===== src/verilog/pas_pkg.sv =====
/*
  shared constants for the pipelined sample port: widths, latency, codes.
  assumes a single core clock at the maximum sampling rate.
*/
`default_nettype none
package pas_pkg;
  // ----------------------------------------
  // widths and pipeline shape
  // ----------------------------------------
  localparam int PAS_WORD_W = 8;
  localparam int PAS_STAGES = 8;
  localparam int PAS_LATENCY = 5;
  localparam int PAS_IN_W = 10;
  // ----------------------------------------
  // codes and input scale
  // ----------------------------------------
  localparam logic [7:0] PAS_CODE_MAX = 8'hff;
  localparam logic [7:0] PAS_CODE_MIN = 8'h00;
  localparam logic signed [9:0] PAS_IN_POS_FS = 10'sh0ff;
  localparam logic signed [9:0] PAS_IN_NEG_FS = -10'sh100;
  localparam logic [7:0] PAS_WORD_RST = 8'h00;
  // ----------------------------------------
  // timing
  // ----------------------------------------
  localparam int PAS_CLK_MHZ = 20;
  localparam int PAS_MAX_SMPL_MHZ = 20;
endpackage
`default_nettype wire


===== src/verilog/pas_buf2.sv =====
/*
  two-entry buffer with valid/ready on both sides.
  assumes one clock and synchronous active-high reset.
*/
`default_nettype none
module pas_buf2 #(
  parameter int WIDTH = 9
) (
  input wire logic core_clk,
  input wire logic rst,
  input wire logic in_valid,
  output logic in_ready,
  input wire logic [WIDTH-1:0] in_data,
  output logic out_valid,
  input wire logic out_ready,
  output logic [WIDTH-1:0] out_data
);
  // ----------------------------------------
  // storage
  // ----------------------------------------
  logic [WIDTH-1:0] mem_q [2];
  logic wr_ptr_q;
  logic rd_ptr_q;
  logic [1:0] count_q;
  logic [WIDTH-1:0] out_data_q;
  wire push = in_valid && in_ready;
  wire pop = out_valid && out_ready;

  assign in_ready = (count_q != 2'd2);
  assign out_valid = (count_q != 2'd0);
  wire [WIDTH-1:0] head_d = (count_q == 2'd2) ? mem_q[~rd_ptr_q] : in_data;
  wire head_load = pop || (count_q == 2'd0);
  assign out_data = out_data_q;

  always_ff @(posedge core_clk) begin
    if (rst) begin
      wr_ptr_q <= 1'b0;
      rd_ptr_q <= 1'b0;
      count_q <= 2'd0;
      out_data_q <= '0;
    end else begin
      if (push) begin
        wr_ptr_q <= ~wr_ptr_q;
      end
      if (pop) begin
        rd_ptr_q <= ~rd_ptr_q;
      end
      count_q <= count_q + {1'b0, push} - {1'b0, pop};
      if (head_load) begin
        out_data_q <= head_d;
      end
    end
  end

  always_ff @(posedge core_clk) begin
    if (push) begin
      mem_q[wr_ptr_q] <= in_data;
    end
  end
endmodule
`default_nettype wire


===== src/verilog/pas_sample_port.sv =====
/*
  digital side of an 8-bit pipelined sampling converter: sample, quantize
  in eight stages, error-correct, present word and range flag.
  assumes the sampled input arrives as a signed two's complement level in
  core_clk domain and the receiver may stall through sample_ready.
*/
`default_nettype none
// Function
// - a low power_down_n puts the converter in shutdown and high lets it convert.
// - while the sampling clock is high the sampling stage tracks the input.
// - each falling sampling edge freezes the input and starts a conversion.
// - each sample's word appears after the fifth sample edge following its capturing edge.
// - an input above range gives range_flag high and an all-ones word.
// - an input below range gives range_flag high and an all-zeros word.
// - an in-range conversion gives range_flag low.
// - a difference of plus one volt gives the largest code.
// - a difference of minus one volt gives the smallest code.
// - the quantizer is eight stages, msb first, each passing a doubled residue.
// - stage decisions are merged by error-correction logic into the word.
// - the word is straight binary, all ones at plus and all zeros at minus full scale.
module pas_sample_port
  import pas_pkg::*;
#(
  parameter int LATENCY = PAS_LATENCY
) (
  input wire logic core_clk,
  input wire logic rst,
  input wire logic power_down_n,
  input wire logic track_in,
  input wire logic signed [PAS_IN_W-1:0] analog_in,
  output logic [PAS_WORD_W-1:0] sample_word,
  output logic range_flag,
  output logic sample_valid,
  input wire logic sample_ready,
  output logic powered_up
);
  // ----------------------------------------
  // pin synchronisers
  // ----------------------------------------
  logic [2:0] pd_sync_q;
  logic [2:0] trk_sync_q;
  logic pd_n_q;
  logic trk_q;
  logic trk_prev_q;

  always_ff @(posedge core_clk) begin
    if (rst) begin
      pd_sync_q <= 3'b000;
      trk_sync_q <= 3'b000;
      pd_n_q <= 1'b0;
      trk_q <= 1'b0;
      trk_prev_q <= 1'b0;
    end else begin
      pd_sync_q <= {pd_sync_q[1:0], power_down_n};
      trk_sync_q <= {trk_sync_q[1:0], track_in};
      if (pd_sync_q[1] == pd_sync_q[2]) begin
        pd_n_q <= pd_sync_q[2];
      end
      if (trk_sync_q[1] == trk_sync_q[2]) begin
        trk_q <= trk_sync_q[2];
      end
      trk_prev_q <= trk_q;
    end
  end

  wire active = pd_n_q;
  wire sample_edge = active && trk_prev_q && !trk_q;
  assign powered_up = pd_n_q;

  // ----------------------------------------
  // track and hold
  // ----------------------------------------
  logic signed [PAS_IN_W-1:0] track_q;
  logic signed [PAS_IN_W-1:0] hold_q;

  always_ff @(posedge core_clk) begin
    if (rst) begin
      track_q <= '0;
      hold_q <= '0;
    end else begin
      if (active && trk_q) begin
        track_q <= analog_in;
      end
      if (sample_edge) begin
        hold_q <= track_q;
      end
    end
  end

  // ----------------------------------------
  // range detect and clamp
  // ----------------------------------------
  wire over = hold_q > PAS_IN_POS_FS;
  wire under = hold_q < PAS_IN_NEG_FS;
  wire [PAS_IN_W-1:0] offset_sum = PAS_IN_W'(hold_q - PAS_IN_NEG_FS);
  wire [PAS_WORD_W-1:0] offset_code = offset_sum[PAS_WORD_W:1];

  // ----------------------------------------
  // eight-stage quantizer
  // ----------------------------------------
  localparam int RW = PAS_WORD_W + 1;
  logic [RW-1:0] res_q [PAS_STAGES];
  logic [PAS_WORD_W-1:0] bits_q [PAS_STAGES];
  logic [PAS_STAGES-1:0] of_pipe_q;
  logic [PAS_STAGES-1:0] uf_pipe_q;
  logic [PAS_STAGES-1:0] vld_pipe_q;

  function automatic logic [PAS_WORD_W-1:0] pas_correct(input logic [PAS_WORD_W-1:0] raw,
                                                         input logic ov, input logic un);
    if (ov) begin
      pas_correct = PAS_CODE_MAX;
    end else if (un) begin
      pas_correct = PAS_CODE_MIN;
    end else begin
      pas_correct = raw;
    end
  endfunction

  genvar g;
  generate
    for (g = 0; g < PAS_STAGES; g++) begin : g_stage
      wire [RW-1:0] res_in;
      wire [PAS_WORD_W-1:0] bits_in;
      if (g == 0) begin : g_first
        assign res_in = {1'b0, offset_code};
        assign bits_in = '0;
      end else begin : g_next
        assign res_in = res_q[g-1];
        assign bits_in = bits_q[g-1];
      end
      wire decide = res_in[PAS_WORD_W-1];
      wire [RW-1:0] res_sub = decide ? (res_in - RW'(1 << (PAS_WORD_W - 1))) : res_in;
      always_ff @(posedge core_clk) begin
        if (rst) begin
          res_q[g] <= '0;
          bits_q[g] <= '0;
        end else begin
          res_q[g] <= RW'(res_sub << 1);
          bits_q[g] <= bits_in | (decide ? PAS_WORD_W'(1 << (PAS_WORD_W - 1 - g)) : '0);
        end
      end
    end
  endgenerate

  always_ff @(posedge core_clk) begin
    if (rst) begin
      of_pipe_q <= '0;
      uf_pipe_q <= '0;
      vld_pipe_q <= '0;
    end else begin
      of_pipe_q <= {of_pipe_q[PAS_STAGES-2:0], over};
      uf_pipe_q <= {uf_pipe_q[PAS_STAGES-2:0], under};
      vld_pipe_q <= {vld_pipe_q[PAS_STAGES-2:0], sample_edge};
    end
  end

  // ----------------------------------------
  // latency alignment: quantizer is PAS_STAGES deep, the word must emerge
  // LATENCY sample edges later; a chain of LATENCY word registers shifted on each sample edge aligns it
  // ----------------------------------------
  wire [PAS_WORD_W-1:0] corrected = pas_correct(bits_q[PAS_STAGES-1],
    of_pipe_q[PAS_STAGES-1], uf_pipe_q[PAS_STAGES-1]);
  wire done_flag = of_pipe_q[PAS_STAGES-1] | uf_pipe_q[PAS_STAGES-1];

  logic [PAS_WORD_W:0] lat_q [LATENCY];
  logic [PAS_WORD_W:0] conv_q;
  logic conv_take_q;

  // last stage holds the new word one cycle after its tag leaves the pipe
  always_ff @(posedge core_clk) begin
    if (rst) begin
      conv_q <= '0;
      conv_take_q <= 1'b0;
    end else begin
      conv_take_q <= vld_pipe_q[PAS_STAGES-1];
      if (conv_take_q) begin
        conv_q <= {done_flag, corrected};
      end
    end
  end

  generate
    for (g = 0; g < LATENCY; g++) begin : g_lat
      wire [PAS_WORD_W:0] lat_in;
      if (g == 0) begin : g_head
        assign lat_in = conv_q;
      end else begin : g_tail
        assign lat_in = lat_q[g-1];
      end
      always_ff @(posedge core_clk) begin
        if (rst) begin
          lat_q[g] <= '0;
        end else if (sample_edge) begin
          lat_q[g] <= lat_in;
        end
      end
    end
  endgenerate

  logic [3:0] edge_cnt_q;
  always_ff @(posedge core_clk) begin
    if (rst || !active) begin
      edge_cnt_q <= 4'h0;
    end else if (sample_edge && edge_cnt_q != 4'hf) begin
      edge_cnt_q <= edge_cnt_q + 4'h1;
    end
  end

  // ----------------------------------------
  // output buffer
  // ----------------------------------------
  wire buf_in_ready;
  wire [PAS_WORD_W:0] buf_out;
  logic push_q;

  always_ff @(posedge core_clk) begin
    if (rst) begin
      push_q <= 1'b0;
    end else begin
      push_q <= sample_edge;
    end
  end

  pas_buf2 #(.WIDTH(PAS_WORD_W + 1)) u_buf (
    .core_clk(core_clk),
    .rst(rst),
    .in_valid(push_q && active),
    .in_ready(buf_in_ready),
    .in_data(lat_q[LATENCY-1]),
    .out_valid(sample_valid),
    .out_ready(sample_ready),
    .out_data(buf_out)
  );

  assign sample_word = buf_out[PAS_WORD_W-1:0];
  assign range_flag = buf_out[PAS_WORD_W];

  // ----------------------------------------
  // checks
  // ----------------------------------------
  property p_over_code;
    @(posedge core_clk) disable iff (rst)
      (conv_take_q && of_pipe_q[PAS_STAGES-1]) |=> (conv_q == {1'b1, PAS_CODE_MAX});
  endproperty
  a_over_code: assert property (p_over_code) else $error("overrange code wrong");

  property p_under_code;
    @(posedge core_clk) disable iff (rst)
      (conv_take_q && uf_pipe_q[PAS_STAGES-1]) |=> (conv_q == {1'b1, PAS_CODE_MIN});
  endproperty
  a_under_code: assert property (p_under_code) else $error("underrange code wrong");

  property p_in_range;
    @(posedge core_clk) disable iff (rst)
      (conv_take_q && !done_flag) |=> !conv_q[PAS_WORD_W];
  endproperty
  a_in_range: assert property (p_in_range) else $error("flag set in range");

  property p_quant;
    @(posedge core_clk) disable iff (rst)
      sample_edge ##1 1 |-> ##(PAS_STAGES) (bits_q[PAS_STAGES-1] == $past(offset_code, 8));
  endproperty
  a_quant: assert property (p_quant) else $error("quantizer mismatch");

  property p_full_pos;
    @(posedge core_clk) disable iff (rst)
      (hold_q == PAS_IN_POS_FS) |-> (offset_code == PAS_CODE_MAX);
  endproperty
  a_full_pos: assert property (p_full_pos) else $error("positive full scale code");

  property p_full_neg;
    @(posedge core_clk) disable iff (rst)
      (hold_q == PAS_IN_NEG_FS) |-> (offset_code == PAS_CODE_MIN);
  endproperty
  a_full_neg: assert property (p_full_neg) else $error("negative full scale code");

  property p_hold;
    @(posedge core_clk) disable iff (rst)
      !sample_edge |=> $stable(hold_q);
  endproperty
  a_hold: assert property (p_hold) else $error("hold changed off edge");

  property p_shutdown;
    @(posedge core_clk) disable iff (rst)
      !pd_n_q |=> !push_q && $stable(track_q);
  endproperty
  a_shutdown: assert property (p_shutdown) else $error("activity in shutdown");

  property p_track;
    @(posedge core_clk) disable iff (rst)
      (active && trk_q) |=> (track_q == $past(analog_in));
  endproperty
  a_track: assert property (p_track) else $error("track stage not following input");

  property p_word_per_edge;
    @(posedge core_clk) disable iff (rst)
      sample_edge |=> push_q;
  endproperty
  a_word_per_edge: assert property (p_word_per_edge) else $error("sample edge gave no word");

  property p_push_seen;
    @(posedge core_clk) disable iff (rst)
      (push_q && active && buf_in_ready) |=> sample_valid;
  endproperty
  a_push_seen: assert property (p_push_seen) else $error("pushed word not offered");

  property p_no_early_push;
    @(posedge core_clk) disable iff (rst)
      (edge_cnt_q == 4'h0) |-> !push_q;
  endproperty
  a_no_early_push: assert property (p_no_early_push) else $error("word before first edge");
endmodule
`default_nettype wire


===== config.mk =====
export PLATFORM = sky130hd
export DESIGN_NAME = pas_sample_port
export DESIGN_NICKNAME = d
export VERILOG_FILES = /design/src/verilog/pas_pkg.sv /design/src/verilog/pas_buf2.sv /design/src/verilog/pas_sample_port.sv
export SDC_FILE = /design/constraint.sdc
export NUM_CORES = 1
export LEC_CHECK = 0
export ABC_CLOCK_PERIOD_IN_PS = 2650
export BUFFER_PORTS_ARGS = -buffer_cell sky130_fd_sc_hd__buf_2
export CORE_ASPECT_RATIO = 0.9
export CORE_MARGIN = 10
export CORE_UTILIZATION = 25
export CTS_BUF_LIST = sky130_fd_sc_hd__clkbuf_8
export DETAILED_ROUTE_END_ITERATION = 16
export GPL_ROUTABILITY_DRIVEN = 1
export GPL_TIMING_DRIVEN = 0
export SYNTH_ARGS = -nofsm -noshare
export SYNTH_HDL_FRONTEND = slang
export SYNTH_SLANG_ARGS = --single-unit
export TNS_END_PERCENT = 10

===== constraint.sdc =====
create_clock -name core_clk -period 2.65 [get_ports core_clk]
set_input_delay 0.3975 -clock core_clk [delete_from_list [all_inputs] [get_ports core_clk]]
set_output_delay 0.3975 -clock core_clk [all_outputs]
set_load 0.005 [all_outputs]

==> flow_summary.yaml <==
setup_path:
  cp_slowest_cell: "inv_2"
  arrival_ns: 2.21
  worst_path_dominant_cell_family: "buffers and inverters"
  crit_path_end_kind: "register"
  critPathMaxStageDelay_ns: 0.69
  critPathMaxFanout: 45
  critPathRequiredTime_ns: 2.80
  worst_setup_path_start_kind: "register"
  crit_buf_inv: 2
  crit_chain: "a31oi_1, buf_2, inv_2"
  crit_type: "reg -> reg"
sta:
  period_needed_ns: 2.06
  fin_setup_tns_ns: 0
  max_freq_mhz: 485
  finalHoldViolCount: 0
  timing.hold.ws_ns: 0.0891
  fin_crit_sh: 0.778
  setup_violations: 0
  max_slew_margin: 0.388
  maxSlewViolCount: 0
  clock_skew_ns: 0.0185
  rsz0062_at_grt: "no"
  tightest_slew_ns: 0.917
  layout_setup_ws_ns: 0.588
placed_design:
  portBuffers: 24
  dp.cells: 879
  dpl.hpwl_um: 6290
  pre_cts_ws_ns: 0.497
  gp_congestion: 0.709
floorplanning:
  core_area_um2: 25300
  die_h_um: 173
  die-area_um2: 32700
  start_util: 0.256
  io_pins: 26
  die_width_um: 190
  rows: 55
layout:
  instances_no_fill: 926
  nNetsFinal: 585
  area.growth.synth_to_final_pct: 16.9
  drive_gt1_frac: 0.132
  utilization: 0.299
  fillers: 2619
  antenna_cells: 0
route:
  via_count: 3476
  drc: 0
  dr.pass1.iters: 4
  drtAntennaViolNets: 0
  vias_per_cell: 3.75
  drt-wirelength-per-cell_um: 10.4
  drtIter0Drc: 120
  drt_wl_total_um: 9620
synth:
  synth_area_um2: 6470
  synth-simple-area-share: 0.185
  synth_top_area_frac: 0.427
  synth_xor_area_frac: 0.00541
  yosysSeqAreaShare: 0.719
  synthCells: 513
  ys_types: 28
  ys_ff_latch: 201
  syn_avg_cell_area_um2: 12.6
  synth.area.mux_share: 0.0139
  synth_compound_area_frac: 0.0495
  yosys_warnings: 0
  yosys.area.top_type: "dfxtp_1"
  synth.area.top_cells: "dfxtp_1 (43%), edfxtp_1 (29%), nor2b_1 (9.9%)"
  synth_adder_area_share: 0.00386
  synth_fp_nets: 530
  synth_top_family_by_area: "simple AND/OR/NAND/NOR gates"
grt:
  grt_pass1_vias: 3304
  track_usage: 0.0590
  grt_pass1_wl_um: 16200
  antenna_found_initial: 0
  grt_max_degree: 46
  grt-ovfl-total: 0
power:
  power_density_nw_per_um2: 767
  p_int_mw: 4.58
  switching_share: 0.212
  ir_drop_mv: 0.365
  p_leak_nw: 2.82
  p_clk_frac: 0.400
  combPwrFrac: 0.041
  p_seq_frac: 0.559
  p_switching_mw: 1.23
clock_tree:
  cts_max_path_buffers: 3
  cts_resized: 0
  cts_tree: "done"
  ctsHoldBuffers: 0
  clk_latency_ns: 0.53
  path_clk_slew_ns: 0.07
  cts-root-buf: "clkbuf_8"
  cts_buffers: 28
  post_cts_buffers: 0
  htreeDepth: 1
  clkSinkCount: 201
hold_path:
  min_path_type: "in -> reg"
run_status:
  outcome: "finished clean"
flow_run:
  max-cap-violations: 0
-- state kept, by name (all words and copies together), names as in the netlist, 2 cells and up --
| signal | flops |
|---|---|
| lat_q | 45 |
| bits_q | 36 |
| res_q | 28 |
| u_buf.mem_q | 18 |
| conv_q | 9 |
| hold_q | 9 |
| track_q | 9 |
| u_buf.out_data | 9 |
| of_pipe_q | 8 |
| uf_pipe_q | 8 |
| vld_pipe_q | 8 |
| pd_sync_q | 3 |
| trk_sync_q | 3 |
| u_buf.count_q | 2 |
-- cell families (layout without fill, tap and decap cells) --
logic type / count (synthesis) / after routing
multiplexers: 9 / 9
AND/OR/NAND/NOR: 214 / 214
AO/OA/AOI/OAI: 50 / 50
XOR/XNOR: 4 / 4
adder cells (fa/ha/maj): 2 / 2
flip-flops: 201 / 201
buffers and inverters: 33 / 104
-- layout by cell type (no fill, tap or decap), drive strengths merged --
cell type,n
a211oi,1
buf,40
a21oi,20
or2,1
ha,2
nand2b,1
o21ai,2
o211ai,9
inv,10
o22ai,8
xor2,1
nor3b,1
edfxtp,63
nand2,41
clkbuf,44
bufinv,2
and2,48
a22o,9
mux2i,9
nor3,2
dfxtp,138
xnor2,3
a31oi,1
clkinv,8
nor2,18
nor2b,102
-- layer usage --
layer / vias up / GRT usage / wire (um)
li1: 1793 / - / -
met1: 1598 / 0.0732 / 4570
met2: 58 / 0.0899 / 4170
met3: 27 / 0.0207 / 572
met4: 0 / 0.0268 / 307
met5: - / 0 / 0
-- through the flow --
step	instance area [um^2]	power [mW]
3_5_place_dp	7020	3.56
5_1_grt	7570	6.08
2_1_floorplan	6470	3.47
4_1_cts	7560	5.91
3_3_place_gp	7020	3.55
6_report	7570	5.81
-- worst register-to-register path: cells and delay by family, from the launching register on --
kind | cells | cell delay [ns]
flip-flops | 1 | 0.57
AO/OA/AOI/OAI | 1 | 0.17
buffers and inverters | 2 | 0.92
-- path summary, 6_finish.rpt --
check | from | to | cells past startpoint | slack, ns
worst min-delay path | power_down_n | pd_sync_q[0]$_SDFF_PP0_ | 2 | 0.09
worst max-delay path | powered_up$_SDFFE_PP0N_ | lat_q[2][3]$_SDFFCE_PN0P_ | 3 | 0.59
worst min register to register | bits_q[1][15]$_SDFF_PP0_ | bits_q[1][23]$_SDFF_PP0_ | 1 | 0.43
worst max register to register | powered_up$_SDFFE_PP0N_ | lat_q[2][3]$_SDFFCE_PN0P_ | 3 | 0.59
-- power by group through the flow --
stage	logic (mW)	registers, mW	clock network (mW)
after floorplan	0.159	3.31	0
after global placement	0.242	3.31	0
after detailed placement	0.246	3.31	0
after CTS	0.246	3.25	2.42
after global routing	0.277	3.25	2.56
final	0.240	3.25	2.32
-- area by class of cell --
| type | instances | area, um^2 | share of cell area |
|---|---|---|---|
| multi-input combinational | 279 | 1670 | 0.220 |
| timing repair buffer | 25 | 128 | 0.0169 |
| clock buffer | 31 | 427 | 0.0563 |
| tap | 342 | 428 | 0.0565 |
| clock inverter | 15 | 115 | 0.0152 |
| buffer | 28 | 134 | 0.0177 |
| sequential | 201 | 4650 | 0.615 |
| inverter | 5 | 18.8 | 0.00248 |
-- synth_stat cells (all sizes together) --
library cell	instances
dfxtp	138
edfxtp	63
and2	48
buf	16
nand2b	1
inv	5
nor3	2
o21ai	2
ha	2
a22o	9
a211oi	1
o211ai	9
a31oi	1
nor2	18
o22ai	8
nor3b	1
a21oi	20
xnor2	3
nand2	41
xor2	1
mux2i	9
or2	1
clkbuf	12
nor2b	102
No activity file was read; power rests on OpenSTA's default activity.
